===== config.mk =====
export PLATFORM = sky130hd
export DESIGN_NAME = timer_pair
export DESIGN_NICKNAME = d
export VERILOG_FILES = /design/src/timer_pair_pkg.sv /design/src/timer_pair.sv /design/src/timer_tick_gen.sv
export SDC_FILE = /design/constraint.sdc
export NUM_CORES = 1
export LEC_CHECK = 0
export ABC_CLOCK_PERIOD_IN_PS = 6000
export BUFFER_PORTS_ARGS = -buffer_cell sky130_fd_sc_hd__buf_4
export CORE_ASPECT_RATIO = 1.4
export CORE_MARGIN = 8
export CORE_UTILIZATION = 30
export CTS_CLUSTER_SIZE = 40
export DETAILED_ROUTE_END_ITERATION = 8
export SLEW_MARGIN = 20
export SYNTH_ARGS = -nofsm -noshare
export SYNTH_HDL_FRONTEND = slang
export SYNTH_HIERARCHICAL = 1
export SYNTH_SLANG_ARGS = --single-unit

===== constraint.sdc =====
create_clock -name mclk -period 6 [get_ports mclk]
set_clock_uncertainty 0.15 [all_clocks]
set_input_delay 0.6 -clock mclk [delete_from_list [all_inputs] [get_ports mclk]]
set_output_delay 0.6 -clock mclk [all_outputs]
set_load 0.03 [all_outputs]

===== src/timer_pair_pkg.sv =====
/*
 constants shared by the paired 16/32-bit timer: control fields,
 register offsets, masks, prescale and source encodings, bus answers.
 assumes a 32-bit AXI4-Lite register bus with byte addresses.
*/
package timer_pair_pkg;
   // control register fields
   localparam int CTRL_RUN    = 15;
   localparam int CTRL_IDLE   = 13;
   localparam int CTRL_ESRC_H = 9;
   localparam int CTRL_ESRC_L = 8;
   localparam int CTRL_GATE   = 6;
   localparam int CTRL_PS_H   = 5;
   localparam int CTRL_PS_L   = 4;
   localparam int CTRL_WIDE   = 3;
   localparam int CTRL_CS     = 1;
   // implemented bits of each control register
   localparam logic [15:0] EVEN_CTRL_MASK = 16'hA37A;
   localparam logic [15:0] ODD_CTRL_MASK  = 16'hA372;
   localparam logic [15:0] CTRL_RESET     = 16'h0000;
   localparam logic [15:0] WORD_ZERO      = 16'h0000;
   localparam logic [15:0] COUNT_ONE      = 16'h0001;
   localparam logic [15:0] COUNT_MAX      = 16'hFFFF;
   localparam logic [15:0] PERIOD_RESET   = 16'hFFFF;
   // register byte offsets
   localparam logic [7:0] OFF_EVEN_CTRL = 8'h00;
   localparam logic [7:0] OFF_ODD_CTRL  = 8'h04;
   localparam logic [7:0] OFF_EVEN_CNT  = 8'h08;
   localparam logic [7:0] OFF_ODD_CNT   = 8'h0C;
   localparam logic [7:0] OFF_EVEN_PER  = 8'h10;
   localparam logic [7:0] OFF_ODD_PER   = 8'h14;
   localparam logic [7:0] OFF_FLAGS     = 8'h18;
   localparam logic [7:0] OFF_IRQ_CTRL  = 8'h1C;
   // flag and interrupt control fields
   localparam int FLAG_EVEN   = 0;
   localparam int FLAG_ODD    = 1;
   localparam int PRIO_EVEN_L = 4;
   localparam int PRIO_ODD_L  = 8;
   localparam int PRIO_W      = 3;
   localparam logic [15:0] IRQ_CTRL_MASK = 16'h0773;
   // extended source codes
   localparam logic [1:0] ESRC_GENERIC = 2'h3;
   localparam logic [1:0] ESRC_LOW_POWER_RC_OSCILLATOR    = 2'h2;
   localparam logic [1:0] ESRC_PIN     = 2'h1;
   localparam logic [1:0] ESRC_SECONDARY_OSCILLATOR    = 2'h0;
   // prescale codes and last count of each divider
   localparam logic [1:0] PS_256 = 2'h3;
   localparam logic [1:0] PS_64  = 2'h2;
   localparam logic [1:0] PS_8   = 2'h1;
   localparam logic [1:0] PS_1   = 2'h0;
   localparam logic [7:0] PS_LAST_256 = 8'hFF;
   localparam logic [7:0] PS_LAST_64  = 8'h3F;
   localparam logic [7:0] PS_LAST_8   = 8'h07;
   localparam logic [7:0] PS_LAST_1   = 8'h00;
   localparam logic [7:0] PS_STEP     = 8'h01;
   // bus answers
   localparam logic [1:0] RESP_OKAY   = 2'h0;
   localparam logic [1:0] RESP_SLVERR = 2'h2;
endpackage


===== src/timer_pair.sv =====
/*
 one pair of 16-bit timers, even and odd, run apart or joined into one
 32-bit timer, with its registers behind an AXI4-Lite slave.
 assumes all pins synchronous to mclk and a 32-bit AXI4-Lite master.
*/
// The register offsets and the AXI4-Lite interface to the registers were chosen for this implementation.
`timescale 1ns/1ps
module timer_pair #(
   parameter bit FIRST_PAIR = 1'b1,
   parameter int ADDR_W     = 8
) (
   // clock and reset
   input  wire logic              mclk,
   input  wire logic              rst,
   // write address channel
   input  wire logic [ADDR_W-1:0] awaddr,
   input  wire logic [2:0]        awprot,
   input  wire logic              awvalid,
   output logic                   awready,
   // write data channel
   input  wire logic [31:0]       wdata,
   input  wire logic [3:0]        wstrb,
   input  wire logic              wvalid,
   output logic                   wready,
   // write response channel
   output logic [1:0]             bresp,
   output logic                   bvalid,
   input  wire logic              bready,
   // read address channel
   input  wire logic [ADDR_W-1:0] araddr,
   input  wire logic [2:0]        arprot,
   input  wire logic              arvalid,
   output logic                   arready,
   // read data channel
   output logic [31:0]            rdata,
   output logic [1:0]             rresp,
   output logic                   rvalid,
   input  wire logic              rready,
   // device state and count sources
   input  wire logic              idleMode,
   input  wire logic              extGeneric,
   input  wire logic              lprcOsc,
   input  wire logic              secondaryOsc,
   input  wire logic              evenExtPin,
   input  wire logic              oddExtPin,
   input  wire logic              evenGate,
   input  wire logic              oddGate,
   // interrupt requests and trigger
   output logic                   evenIrq,
   output logic                   oddIrq,
   output logic [2:0]             evenPriority,
   output logic [2:0]             oddPriority,
   output logic                   adcTrigger
);
   import timer_pair_pkg::*;

   logic              awHeld_reg;
   logic              wHeld_reg;
   logic [ADDR_W-1:0] awAddr_reg;
   logic [31:0]       wData_reg;
   logic [3:0]        wStrb_reg;
   logic [15:0]       evenControl_reg;
   logic [15:0]       oddControl_reg;
   logic [15:0]       evenCount_reg;
   logic [15:0]       oddCount_reg;
   logic [15:0]       evenPeriod_reg;
   logic [15:0]       oddPeriod_reg;
   logic [15:0]       irqCtl_reg;
   logic [1:0]        flags_reg;
   logic [1:0]        flags_next;
   logic              doWrite;
   logic              wrEvenCtl;
   logic              wrOddCtl;
   logic              wrEvenCnt;
   logic              wrOddCnt;
   logic              wrEvenPer;
   logic              wrOddPer;
   logic              wrFlags;
   logic              wrIrq;
   logic              wide;
   logic [15:0]       oddUnitCtl;
   logic              evenTick;
   logic              oddTick;
   logic              evenGateFall;
   logic              oddGateFall;
   logic              matchEven;
   logic              matchOdd;
   logic              matchWide;
   logic [1:0]        flagSet;
   logic [1:0]        flagClr;
   logic [31:0]       readWord;

   // address lies on a mapped register
   function automatic logic isMapped(input logic [ADDR_W-1:0] a);
      logic [7:0] lo;
      lo = a[7:0];
      isMapped = (a == ADDR_W'(lo)) && (lo <= OFF_IRQ_CTRL) && (lo[1:0] == 2'h0);
   endfunction

   // byte-lane merge of a 16-bit register, unimplemented bits kept zero
   function automatic logic [15:0] merge16(input logic [15:0] old,
                                           input logic [31:0] data,
                                           input logic [3:0]  strb,
                                           input logic [15:0] mask);
      logic [15:0] res;
      res = old;
      if (strb[0]) begin
         res[7:0] = data[7:0] & mask[7:0];
      end
      if (strb[1]) begin
         res[15:8] = data[15:8] & mask[15:8];
      end
      merge16 = res;
   endfunction

   // handshakes: accept each write channel once, read when idle
   assign awready = ~awHeld_reg;
   assign wready  = ~wHeld_reg;
   assign arready = ~rvalid;
   assign doWrite = awHeld_reg & wHeld_reg & ~bvalid;

   // write address and data holding, in either order
   always_ff @(posedge mclk) begin
      if (rst) begin
         awHeld_reg <= 1'b0;
         wHeld_reg  <= 1'b0;
         awAddr_reg <= '0;
         wData_reg  <= '0;
         wStrb_reg  <= '0;
      end else begin
         if (awvalid && !awHeld_reg) begin
            awHeld_reg <= 1'b1;
            awAddr_reg <= awaddr;
         end else if (doWrite) begin
            awHeld_reg <= 1'b0;
         end
         if (wvalid && !wHeld_reg) begin
            wHeld_reg <= 1'b1;
            wData_reg <= wdata;
            wStrb_reg <= wstrb;
         end else if (doWrite) begin
            wHeld_reg <= 1'b0;
         end
      end
   end

   // write response
   always_ff @(posedge mclk) begin
      if (rst) begin
         bvalid <= 1'b0;
         bresp  <= RESP_OKAY;
      end else if (doWrite) begin
         bvalid <= 1'b1;
         bresp  <= isMapped(awAddr_reg) ? RESP_OKAY : RESP_SLVERR;
      end else if (bready) begin
         bvalid <= 1'b0;
      end
   end

   // write decode
   assign wrEvenCtl = doWrite & (awAddr_reg == ADDR_W'(OFF_EVEN_CTRL));
   assign wrOddCtl  = doWrite & (awAddr_reg == ADDR_W'(OFF_ODD_CTRL));
   assign wrEvenCnt = doWrite & (awAddr_reg == ADDR_W'(OFF_EVEN_CNT));
   assign wrOddCnt  = doWrite & (awAddr_reg == ADDR_W'(OFF_ODD_CNT));
   assign wrEvenPer = doWrite & (awAddr_reg == ADDR_W'(OFF_EVEN_PER));
   assign wrOddPer  = doWrite & (awAddr_reg == ADDR_W'(OFF_ODD_PER));
   assign wrFlags   = doWrite & (awAddr_reg == ADDR_W'(OFF_FLAGS));
   assign wrIrq     = doWrite & (awAddr_reg == ADDR_W'(OFF_IRQ_CTRL));

   // control, period and interrupt control registers
   always_ff @(posedge mclk) begin
      if (rst) begin
         evenControl_reg <= CTRL_RESET;
         oddControl_reg  <= CTRL_RESET;
         evenPeriod_reg  <= PERIOD_RESET;
         oddPeriod_reg   <= PERIOD_RESET;
         irqCtl_reg      <= WORD_ZERO;
      end else begin
         if (wrEvenCtl) begin
            evenControl_reg <= merge16(evenControl_reg, wData_reg, wStrb_reg,
                                       EVEN_CTRL_MASK);
         end
         if (wrOddCtl) begin
            oddControl_reg <= merge16(oddControl_reg, wData_reg, wStrb_reg,
                                      ODD_CTRL_MASK);
         end
         if (wrEvenPer) begin
            evenPeriod_reg <= merge16(evenPeriod_reg, wData_reg, wStrb_reg, COUNT_MAX);
         end
         if (wrOddPer) begin
            oddPeriod_reg <= merge16(oddPeriod_reg, wData_reg, wStrb_reg, COUNT_MAX);
         end
         if (wrIrq) begin
            irqCtl_reg <= merge16(irqCtl_reg, wData_reg, wStrb_reg, IRQ_CTRL_MASK);
         end
      end
   end

   // wide mode bit of this pair's even control
   assign wide = evenControl_reg[CTRL_WIDE];
   // odd timer settings have no effect while joined
   assign oddUnitCtl = wide ? CTRL_RESET : oddControl_reg;

   // even timer tick source, also drives the joined counter
   timer_tick_gen evenGen (
      .mclk         (mclk),
      .rst          (rst),
      .ctl          (evenControl_reg),
      .psClear      (wrEvenCtl & evenControl_reg[CTRL_RUN]),
      .idleMode     (idleMode),
      .extGeneric   (extGeneric),
      .lprcOsc      (lprcOsc),
      .extPin       (evenExtPin),
      .secondaryOsc (secondaryOsc),
      .gateIn       (evenGate),
      .countTick    (evenTick),
      .gateFall     (evenGateFall)
   );

   // odd timer tick source, idle while joined
   timer_tick_gen oddGen (
      .mclk         (mclk),
      .rst          (rst),
      .ctl          (oddUnitCtl),
      .psClear      (wrOddCtl & oddControl_reg[CTRL_RUN]),
      .idleMode     (idleMode),
      .extGeneric   (extGeneric),
      .lprcOsc      (lprcOsc),
      .extPin       (oddExtPin),
      .secondaryOsc (secondaryOsc),
      .gateIn       (oddGate),
      .countTick    (oddTick),
      .gateFall     (oddGateFall)
   );

   // period comparisons
   assign matchEven = (evenCount_reg == evenPeriod_reg);
   assign matchOdd  = (oddCount_reg == oddPeriod_reg);
   assign matchWide = matchEven & matchOdd;

   // even count: own counter or low word of the joined counter
   always_ff @(posedge mclk) begin
      if (rst) begin
         evenCount_reg <= WORD_ZERO;
      end else if (wrEvenCnt) begin
         evenCount_reg <= merge16(evenCount_reg, wData_reg, wStrb_reg, COUNT_MAX);
      end else if (evenTick) begin
         if (wide ? matchWide : matchEven) begin
            evenCount_reg <= WORD_ZERO;
         end else begin
            evenCount_reg <= evenCount_reg + COUNT_ONE;
         end
      end
   end

   // odd count: own counter or high word taking the low word carry
   always_ff @(posedge mclk) begin
      if (rst) begin
         oddCount_reg <= WORD_ZERO;
      end else if (wrOddCnt) begin
         oddCount_reg <= merge16(oddCount_reg, wData_reg, wStrb_reg, COUNT_MAX);
      end else if (wide && evenTick) begin
         if (matchWide) begin
            oddCount_reg <= WORD_ZERO;
         end else if (evenCount_reg == COUNT_MAX) begin
            oddCount_reg <= oddCount_reg + COUNT_ONE;
         end
      end else if (!wide && oddTick) begin
         if (matchOdd) begin
            oddCount_reg <= WORD_ZERO;
         end else begin
            oddCount_reg <= oddCount_reg + COUNT_ONE;
         end
      end
   end

   // flag events; joined pair reports on the odd flag
   always_comb begin
      flagSet = 2'h0;
      flagClr = 2'h0;
      if (wide) begin
         flagSet[FLAG_ODD] = (evenTick & matchWide) | evenGateFall;
      end else begin
         flagSet[FLAG_EVEN] = (evenTick & matchEven) | evenGateFall;
         flagSet[FLAG_ODD]  = (oddTick & matchOdd) | oddGateFall;
      end
      if (wrFlags && wStrb_reg[0]) begin
         flagClr = wData_reg[FLAG_ODD:FLAG_EVEN];
      end
      flags_next = (flags_reg & ~flagClr) | flagSet; // set wins
   end

   // sticky flags and trigger
   always_ff @(posedge mclk) begin
      if (rst) begin
         flags_reg  <= 2'h0;
         adcTrigger <= 1'b0;
      end else begin
         flags_reg  <= flags_next;
         adcTrigger <= FIRST_PAIR & (wide ? (evenTick & matchWide)
                                          : (oddTick & matchOdd));
      end
   end

   // interrupt requests gated by their enables
   assign evenIrq      = flags_reg[FLAG_EVEN] & irqCtl_reg[FLAG_EVEN];
   assign oddIrq       = flags_reg[FLAG_ODD] & irqCtl_reg[FLAG_ODD];
   assign evenPriority = irqCtl_reg[PRIO_EVEN_L +: PRIO_W];
   assign oddPriority  = irqCtl_reg[PRIO_ODD_L +: PRIO_W];

   // read mux
   always_comb begin
      readWord = 32'h0000_0000;
      unique case (araddr[7:0])
         OFF_EVEN_CTRL: readWord[15:0] = evenControl_reg;
         OFF_ODD_CTRL:  readWord[15:0] = oddControl_reg;
         OFF_EVEN_CNT:  readWord[15:0] = evenCount_reg;
         OFF_ODD_CNT:   readWord[15:0] = oddCount_reg;
         OFF_EVEN_PER:  readWord[15:0] = evenPeriod_reg;
         OFF_ODD_PER:   readWord[15:0] = oddPeriod_reg;
         OFF_FLAGS:     readWord[1:0]  = flags_reg;
         OFF_IRQ_CTRL:  readWord[15:0] = irqCtl_reg;
         default:       readWord = 32'h0000_0000;
      endcase
      if (!isMapped(araddr)) begin
         readWord = 32'h0000_0000;
      end
   end

   // read response
   always_ff @(posedge mclk) begin
      if (rst) begin
         rvalid <= 1'b0;
         rdata  <= 32'h0000_0000;
         rresp  <= RESP_OKAY;
      end else if (arvalid && !rvalid) begin
         rvalid <= 1'b1;
         rdata  <= readWord;
         rresp  <= isMapped(araddr) ? RESP_OKAY : RESP_SLVERR;
      end else if (rready) begin
         rvalid <= 1'b0;
      end
   end
endmodule


===== src/timer_tick_gen.sv =====
/*
 count tick source of one 16-bit timer: clock source select, gating,
 idle stop and prescaler; emits one-cycle count ticks and gate falls.
 assumes every source and gate input is synchronous to mclk.
*/
`timescale 1ns/1ps
module timer_tick_gen (
   // clock and reset
   input  wire logic        mclk,
   input  wire logic        rst,
   // settings
   input  wire logic [15:0] ctl,
   input  wire logic        psClear,
   input  wire logic        idleMode,
   // count sources and gate
   input  wire logic        extGeneric,
   input  wire logic        lprcOsc,
   input  wire logic        extPin,
   input  wire logic        secondaryOsc,
   input  wire logic        gateIn,
   // events
   output logic             countTick,
   output logic             gateFall
);
   import timer_pair_pkg::*;

   logic       half_reg;
   logic       srcPrev_reg;
   logic       gatePrev_reg;
   logic [7:0] psCount_reg;
   logic       srcLevel;
   logic       active;
   logic       internalSel;
   logic       gating;
   logic       rawTick;
   logic [7:0] psLast;

   // last prescaler count for a prescale code
   function automatic logic [7:0] psLastOf(input logic [1:0] code);
      unique case (code)
         PS_256:  psLastOf = PS_LAST_256;
         PS_64:   psLastOf = PS_LAST_64;
         PS_8:    psLastOf = PS_LAST_8;
         PS_1:    psLastOf = PS_LAST_1;
      endcase
   endfunction

   // external source select
   always_comb begin
      unique case (ctl[CTRL_ESRC_H:CTRL_ESRC_L])
         ESRC_GENERIC: srcLevel = extGeneric;
         ESRC_LOW_POWER_RC_OSCILLATOR:    srcLevel = lprcOsc;
         ESRC_PIN:     srcLevel = extPin;
         ESRC_SECONDARY_OSCILLATOR:    srcLevel = secondaryOsc;
      endcase
   end

   // run, idle stop, source and gate qualification
   assign active      = ctl[CTRL_RUN] & ~(idleMode & ctl[CTRL_IDLE]);
   assign internalSel = ~ctl[CTRL_CS];
   assign gating      = internalSel & ctl[CTRL_GATE];
   // all edges are taken in mclk, no asynchronous path
   assign rawTick = active & (internalSel ? half_reg : (srcLevel & ~srcPrev_reg))
                  & (~gating | gateIn);
   assign psLast  = psLastOf(ctl[CTRL_PS_H:CTRL_PS_L]);

   // half-rate internal clock and edge history
   always_ff @(posedge mclk) begin
      if (rst) begin
         half_reg     <= 1'b0;
         srcPrev_reg  <= 1'b0;
         gatePrev_reg <= 1'b0;
      end else begin
         half_reg     <= ~half_reg;
         srcPrev_reg  <= srcLevel;
         gatePrev_reg <= gateIn;
      end
   end

   // prescale counter, cleared by a control write while running
   always_ff @(posedge mclk) begin
      if (rst || psClear || !ctl[CTRL_RUN]) begin
         psCount_reg <= PS_LAST_1;
      end else if (rawTick) begin
         if (psCount_reg == psLast) begin
            psCount_reg <= PS_LAST_1;
         end else begin
            psCount_reg <= psCount_reg + PS_STEP;
         end
      end
   end

   // registered tick and gate falling event
   always_ff @(posedge mclk) begin
      if (rst) begin
         countTick <= 1'b0;
         gateFall  <= 1'b0;
      end else begin
         countTick <= rawTick & (psCount_reg == psLast) & ~psClear;
         gateFall  <= gating & active & gatePrev_reg & ~gateIn;
      end
   end
endmodule


==> results.md, run 1 <==
* Hold Buf Count CTS at 0
* Synth Flop Type: dfxtp_1
* EDFF count, synth at 0
* Leak at approximately 3.6 nW
* Max Cap Viol at 0
* Required time of the critical path at approximately 6 ns
* Nets at 1162
* CP startpoint: evenCount_reg[4]
* Antenna Cells at 0
* CTS Root Cell: clkbuf_16
* Initial antenna violation count at 0
* Status: completed
* Clock Sinks at around 170
* Hold Vio Cnt, Final at 0
* Yosys cell types at just over 70
* Worst hold path class: input port to register
* Area grow syn2layout at 14.5%
* Detail Route Antenna Nets at 0
* R2r setup slk at between 2 and 3 ns
* PortBufs at 80
* CP Max Fanout at 19
* Vias post-DR at between 7000 and 8000
* Cell Int Power at roughly 0.0018 W
* Max-slew headroom at 0.431
* Max Freq at 0.320 GHz
* YS warnings at 6
* Chip Height at about 220 µm
* Share of layout cells above drive strength 1 at 0.138
* NetSw at ~0.00063 W
* Mapped cell area at approximately 0.0089 mm²
* FF+latch count, synth at about 170
* Fillcell total at between 3000 and 4000
* Routed WL at 27200 µm
* Post-synthesis sequential area ratio at 0.373
* Critical Path End: evenCount_reg[8]
* Commonest non-fill, non-tap cells in the layout: dfxtp_1, nand2_1, nor2_1, buf_4, a21oi_1
* Post-DP HPWL at around 20000 µm
* CTS H-Tree Depth at 4
* DR WL/cell at 18.4 µm
* Core Area at around 0.029 mm²
* Clock power share at 0.469
* VDD IR max at between 150 and 200 µV
* DR DRC count at 0
* Syn_area_per_cell at approximately 8.4 µm²
* Crit start category: register
* DIE WIDTH at 162 µm
* GRT Resource Usage Total at 0.154
* Via/cell ratio at between 5 and 6
* Commonest non-fill, non-tap cell in the layout: dfxtp_1
* Final setup TNS at 0 ns
* Seq pwr share at 0.467
* Worst-skew pair later-pin latency at around 0.44 ns
* Period utilization at 0.521
* Crit. End Element: register
* Final Max Slew Viols at 0
* Initial core utilization at 0.304
* Setup violators final at 0
* Reg2reg start: evenCount_reg[4]
* Power per cell area at ~240 mW/mm²
* CP Class: register to register
* First drt pass iteration count at 7
* Critical Path AT at around 3.3 ns
* I/O pin total at approximately 120
* Total CTS buffers at 17
* Final GP Congestion at ~0.89
* Total gr overflow at 0
* Final min period at about 3.1 ns
* First DRT Iteration DRCs at 580
* Postcts setup bufs at 0
* Vias in the first global route at just under 8000
* Cell depth of the worst hold path at 2
* Cell depth of the worst flop-to-flop path at 7
* Power Total at between 0.002 and 0.0025 W
* Worst-path clk slew at roughly 0.070 ns
* Largest net degree at the start of global routing at 64
* Die Area at roughly 0.036 mm²
* Synth async-reset ratio at 0
* First-pass GRT wire length at about 43000 µm
* Clock Path Buffers at 2
* Comb pwr share at 0.064
* Slew @ Worst Pin at approximately 0.85 ns
* RSZ-0062 raised after global routing: no
* Switching Share at 0.255
* Core Rows at 74
* Reg-to-reg endpoint: evenCount_reg[8]
* Post-CTS Resized at 0
* CTS tree: done
* Syn Inst Count at between 1000 and 1500
==> cell families after synthesis <==
logic type                 synth area share
xor gates and xnor gates             0.0413
DFF                                   0.373
and+or+nand+nor                       0.251
buffers and inverters                0.0633
muxes                                0.0598
AOI/OAI and AO/OA                     0.205
other                              0.000421
adders and majority gates           0.00562
==> synthesized netlist by cell type, types with 12 or more instances <==
master | count | share of area
nand3_1 | 32 | 0.018
a21oi_1 | 77 | 0.043
xor2_1 | 38 | 0.037
nand2_1 | 105 | 0.044
a211oi_1 | 18 | 0.015
inv_1 | 16 | 0.0067
buf_4 | 30 | 0.025
clkbuf_1 | 37 | 0.016
a22oi_1 | 18 | 0.015
and3_1 | 17 | 0.012
nor2_1 | 101 | 0.043
o21a_1 | 12 | 0.010
nor4_1 | 12 | 0.0084
dfxtp_1 | 166 | 0.37
a211o_1 | 36 | 0.035
mux2i_1 | 33 | 0.037
nor2b_1 | 54 | 0.038
o21ai_0 | 44 | 0.025
nor3_1 | 24 | 0.013
==> power groups by stage <==
stage                     registers, W  clock network (W)  logic [W]
after global placement         0.00118                  0   0.000157
after floorplan                0.00116                  0   0.000117
final                          0.00115            0.00116   0.000157
after CTS                      0.00115            0.00119   0.000158
after global routing           0.00116            0.00123   0.000172
after detailed placement       0.00118                  0   0.000158
==> per-layer routing <==
metal | up-vias | global-route usage | share of wire
met5 | - | 0 | 0
met1 | 3792 | 0.175 | 0.40
li1 | 3826 | - | -
met4 | 0 | 0.0996 | 0.055
met2 | 240 | 0.260 | 0.48
met3 | 73 | 0.0304 | 0.056
==> critical path, cell delays in order (launching register included) <==
cell and delay (ns):
dfxtp_1 0.47, xor2_1 0.13, nor4_1 0.50, nand4_2 0.36, a21oi_1 0.24, or2_1 0.62
o21ai_0 0.22, a211o_1 0.32
==> worst min-delay path by stage <==
| stage | from | endpoint | slack [ns] |
|---|---|---|---|
| 2_1_floorplan | evenGen/half_reg | evenGen/half_reg | 0.23 |
| 3_3_place_gp | evenGen/half_reg | evenGen/half_reg | 0.24 |
| 3_5_place_dp | evenGen/half_reg | evenGen/half_reg | 0.24 |
| 4_1_cts | rready | rvalid | 0.17 |
| 5_1_grt | rready | rvalid | 0.19 |
| 6_report | rready | rvalid | 0.19 |
==> stage by stage <==
stage	hold slack [ns]	utilization	instances	area, µm²	setup slack (ns)
finish	0.193	0.349	1478	10200	2.88
floorplan	0.229	-	1072	8970	3.66
CTS	0.170	0.348	1478	10200	2.91
global route	0.186	0.349	1478	10200	2.64
global placement	0.241	0.327	1446	9570	2.94
detailed placement	0.242	0.327	1446	9570	2.92
==> final cells by class <==
class                           instances  area, µm²  area share
Clock buffer                           20        467      0.0458
Timing Repair Buffer                   83        623      0.0611
Inverter                               16       60.1     0.00589
Tap cell                              380        475      0.0466
Sequential cell                       166       3320       0.326
Clock inverter                         12        155      0.0152
Multi-Input combinational cell        801       5090       0.500
No activity file was read; power rests on OpenSTA's default activity.
==> run 2: changes to the inputs <==
- ABC_CLOCK_PERIOD_IN_PS: 6000 -> 3000
- clock period: 6 -> 3 ns (I/O delays scaled with it)
==> results.md, run 2 (synthesis results as in run 1) <==
* Status: completed (unchanged)
* Final worst slack at 0.242 ns (was 2.88 ns)
* DIE WIDTH at 162 µm (unchanged)
* Cell chain of the critical path: or4_4 > nor4_4 > nand2b_1 > nand2_1 > nor3b_1 > a211o_1 (was xor2_1 > nor4_1 > nand4_2 > a21oi_1 > or2_1 > o21ai_0 > a211o_1)
* Slew @ Worst Pin at 0.884 ns (was 0.851 ns)
* Stages on worst setup path at 6 (was 7)
* Power per cell area at 453 mW/mm² (was 242 mW/mm²)
* Die Area at 0.0355 mm² (unchanged)
* Required time of the critical path at 3.23 ns (was 6.17 ns)
* Fillcell total at 3059 (was 3084)
* Hold Vio Cnt, Final at 0 (unchanged)
* Max Cap Viol at 0 (unchanged)
* Nets at 1229 (was 1162)
* CP Class: register to register (unchanged)
* Crit start category: register (unchanged)
* Cell depth of the worst flop-to-flop path at 6 (was 7)
* Sequential cell area at 0.00332 mm² (unchanged)
* Clock Sinks at 166 (unchanged)
* Power Total at 0.00486 W (was 0.00247 W)
* GR peak layer: met2 (unchanged)
* Largest net degree at the start of global routing at 117 (was 64)
* First drt pass iteration count at 5 (was 7)
* Final Max Slew Viols at 0 (unchanged)
* Post-DP HPWL at 20600 µm (was 20000 µm)
* Antenna Cells at 0 (unchanged)
* Top delay family on crit path: simple AND/OR/NAND/NOR gates (unchanged)
* DR DRC count at 0 (unchanged)
* Total gr overflow at 0 (unchanged)
* Core Rows at 74 (unchanged)
* Total CTS buffers at 17 (unchanged)
* Worst-skew pair later-pin latency at 0.44 ns (about the same)
* Chip Height at 220 µm (unchanged)
* Post-DP Area at 0.00984 mm² (was 0.00957 mm²)
* Crit. End Element: register (unchanged)
* Core Area at 0.0293 mm² (unchanged)
* Worst-path clk slew at 0.06 ns (was 0.07 ns)
* CTS H-Tree Depth at 4 (unchanged)
* Leak at 3.95 nW (was 3.65 nW)
* Postcts setup bufs at 0 (unchanged)
* Finished Cell Area at 0.0107 mm² (was 0.0102 mm²)
* Period utilization at 0.919 (was 0.521)
* Detail Route Antenna Nets at 0 (unchanged)
* Max Freq at 0.363 GHz (was 0.320 GHz)
* Clock Path Buffers at 2 (unchanged)
* Slowest library cell on the worst path: or4_4 (was or2_1)
* RSZ-0062 raised after global routing: no (unchanged)
* Commonest non-fill, non-tap cells in the layout: dfxtp_1, buf_4, nand2_1, nor2_1, a21oi_1 (was dfxtp_1, nand2_1, nor2_1, buf_4, a21oi_1)
* Via/cell ratio at 5.33 (was 5.37)
* Footprint of the multi-input gates at 0.00508 mm² (was 0.00509 mm²)
* Commonest non-fill, non-tap cell in the layout: dfxtp_1 (unchanged)
* Setup WS pre-CTS at 0.321 ns (was 2.92 ns)
* Met1 Usage GRT at 0.178 (was 0.175)
* Setup violators final at 0 (unchanged)
* CTS Root Cell: clkbuf_16 (unchanged)
* Vias post-DR at 8238 (was 7931)
* Final min period at 2.76 ns (was 3.12 ns)
* CTS tree: done (unchanged)
* Area grow syn2layout at 20.6% (was 14.5%)
* Share of layout cells above drive strength 1 at 0.159 (was 0.138)
* Initial core utilization at 0.304 (unchanged)
* Worst hold path class: input port to register (unchanged)
* Hold Slack at 0.0144 ns (was 0.193 ns)
* VDD IR max at 330 µV (was 168 µV)
* CP Buf/Inv Count at 0 (unchanged)
* Final GP Congestion at 0.882 (was 0.894)
* Max-slew headroom at 0.409 (was 0.431)
* I/O pin total at 123 (unchanged)
* GRT Resource Usage Total at 0.158 (was 0.154)
* Critical Path AT at 2.99 ns (was 3.29 ns)
* DR WL/cell at 18.2 µm (was 18.4 µm)
* Final setup TNS at 0 ns (unchanged)
* First DRT Iteration DRCs at 574 (was 580)
* CP max stage delay at 0.61 ns (was 0.62 ns)
* Routed WL at 28200 µm (was 27200 µm)
* Cell depth of the worst hold path at 3 (was 2)
* Post-CTS Resized at 0 (unchanged)
* Initial antenna violation count at 1 (was 0)
* CP Max Fanout at 11 (was 19)
* Met3 Use GR at 0.0317 (was 0.0304)
* Vias in the first global route at 7858 (was 7787)
* First-pass GRT wire length at 44000 µm (was 43000 µm)
* PortBufs at 80 (unchanged)
* GR met2 Demand/Resource at 0.278 (was 0.260)
run 2: cell types whose count changed in the layout (fill, tap and decap cells not counted):
cell           previous run  this run
dlygate4sd3_1             0        32
clkinvlp_4                0         1
buf_12                    0         1
buf_4                    83       117
nor2b_1                  53        54
nor4_2                    1         0
clkbuf_8                  3         1
nor2b_2                   1         0
bufinv_16                 2         1
nor4_1                   11        12
clkinv_2                  0         3
clkinv_4                  2         1
run 2: worst register-to-register path, cell delays in order (launching register included):
cell and delay (ns):
dfxtp_1 0.31, or4_4 0.61, nor4_4 0.43, nand2b_1 0.47, nand2_1 0.33, nor3b_1 0.27, a211o_1 0.13
run 2: layout make-up:
| type | count | area share |
|---|---|---|
| tap | 380 | 0.0443 |
| multi-input combinational | 801 | 0.473 |
| timing repair buffer | 150 | 0.113 |
| sequential | 166 | 0.309 |
| inverter | 16 | 0.00559 |
| clock inverter | 14 | 0.0129 |
| clock buffer | 18 | 0.0409 |
run 2: final timing paths:
check	endpoint	from	slack (ns)
worst min register to register	oddGen/half_reg	oddGen/half_reg	0.26
worst min-delay path	rresp[1]	arvalid	0.01
worst max-delay path	evenCount_reg[6]	awAddr_reg[0]	0.24
worst max register to register	evenCount_reg[6]	awAddr_reg[0]	0.24
run 2: timing repair:
action | CTS | global route
hold buffers | 32 | 0
hold endpoints to repair | 33 | 0
endpoints found under the setup margin | 0 | 0
run 2: routing by layer:
| metal | up-vias | part of all wire |
|---|---|---|
| li1 | 3944 | - |
| met1 | 3965 | 0.40 |
| met2 | 261 | 0.50 |
| met3 | 66 | 0.057 |
| met4 | 2 | 0.041 |
| met5 | - | 0.00046 |
run 2: stage by stage:
step | instances | utilization
3_3_place_gp | 1481 | 0.336
3_5_place_dp | 1481 | 0.336
6_report | 1545 | 0.367
2_1_floorplan | 1072 | -
4_1_cts | 1545 | 0.367
5_1_grt | 1545 | 0.367
run 2: report_power, final:
| group | total, W | switching, W | internal [W] | leakage [nW] |
|---|---|---|---|---|
| clock | 0.00220 | 0.00101 | 0.00119 | 0.288 |
| combinational | 0.000358 | 0.000209 | 0.000149 | 2.31 |
| sequential | 0.00231 | 0.0000691 | 0.00224 | 1.35 |
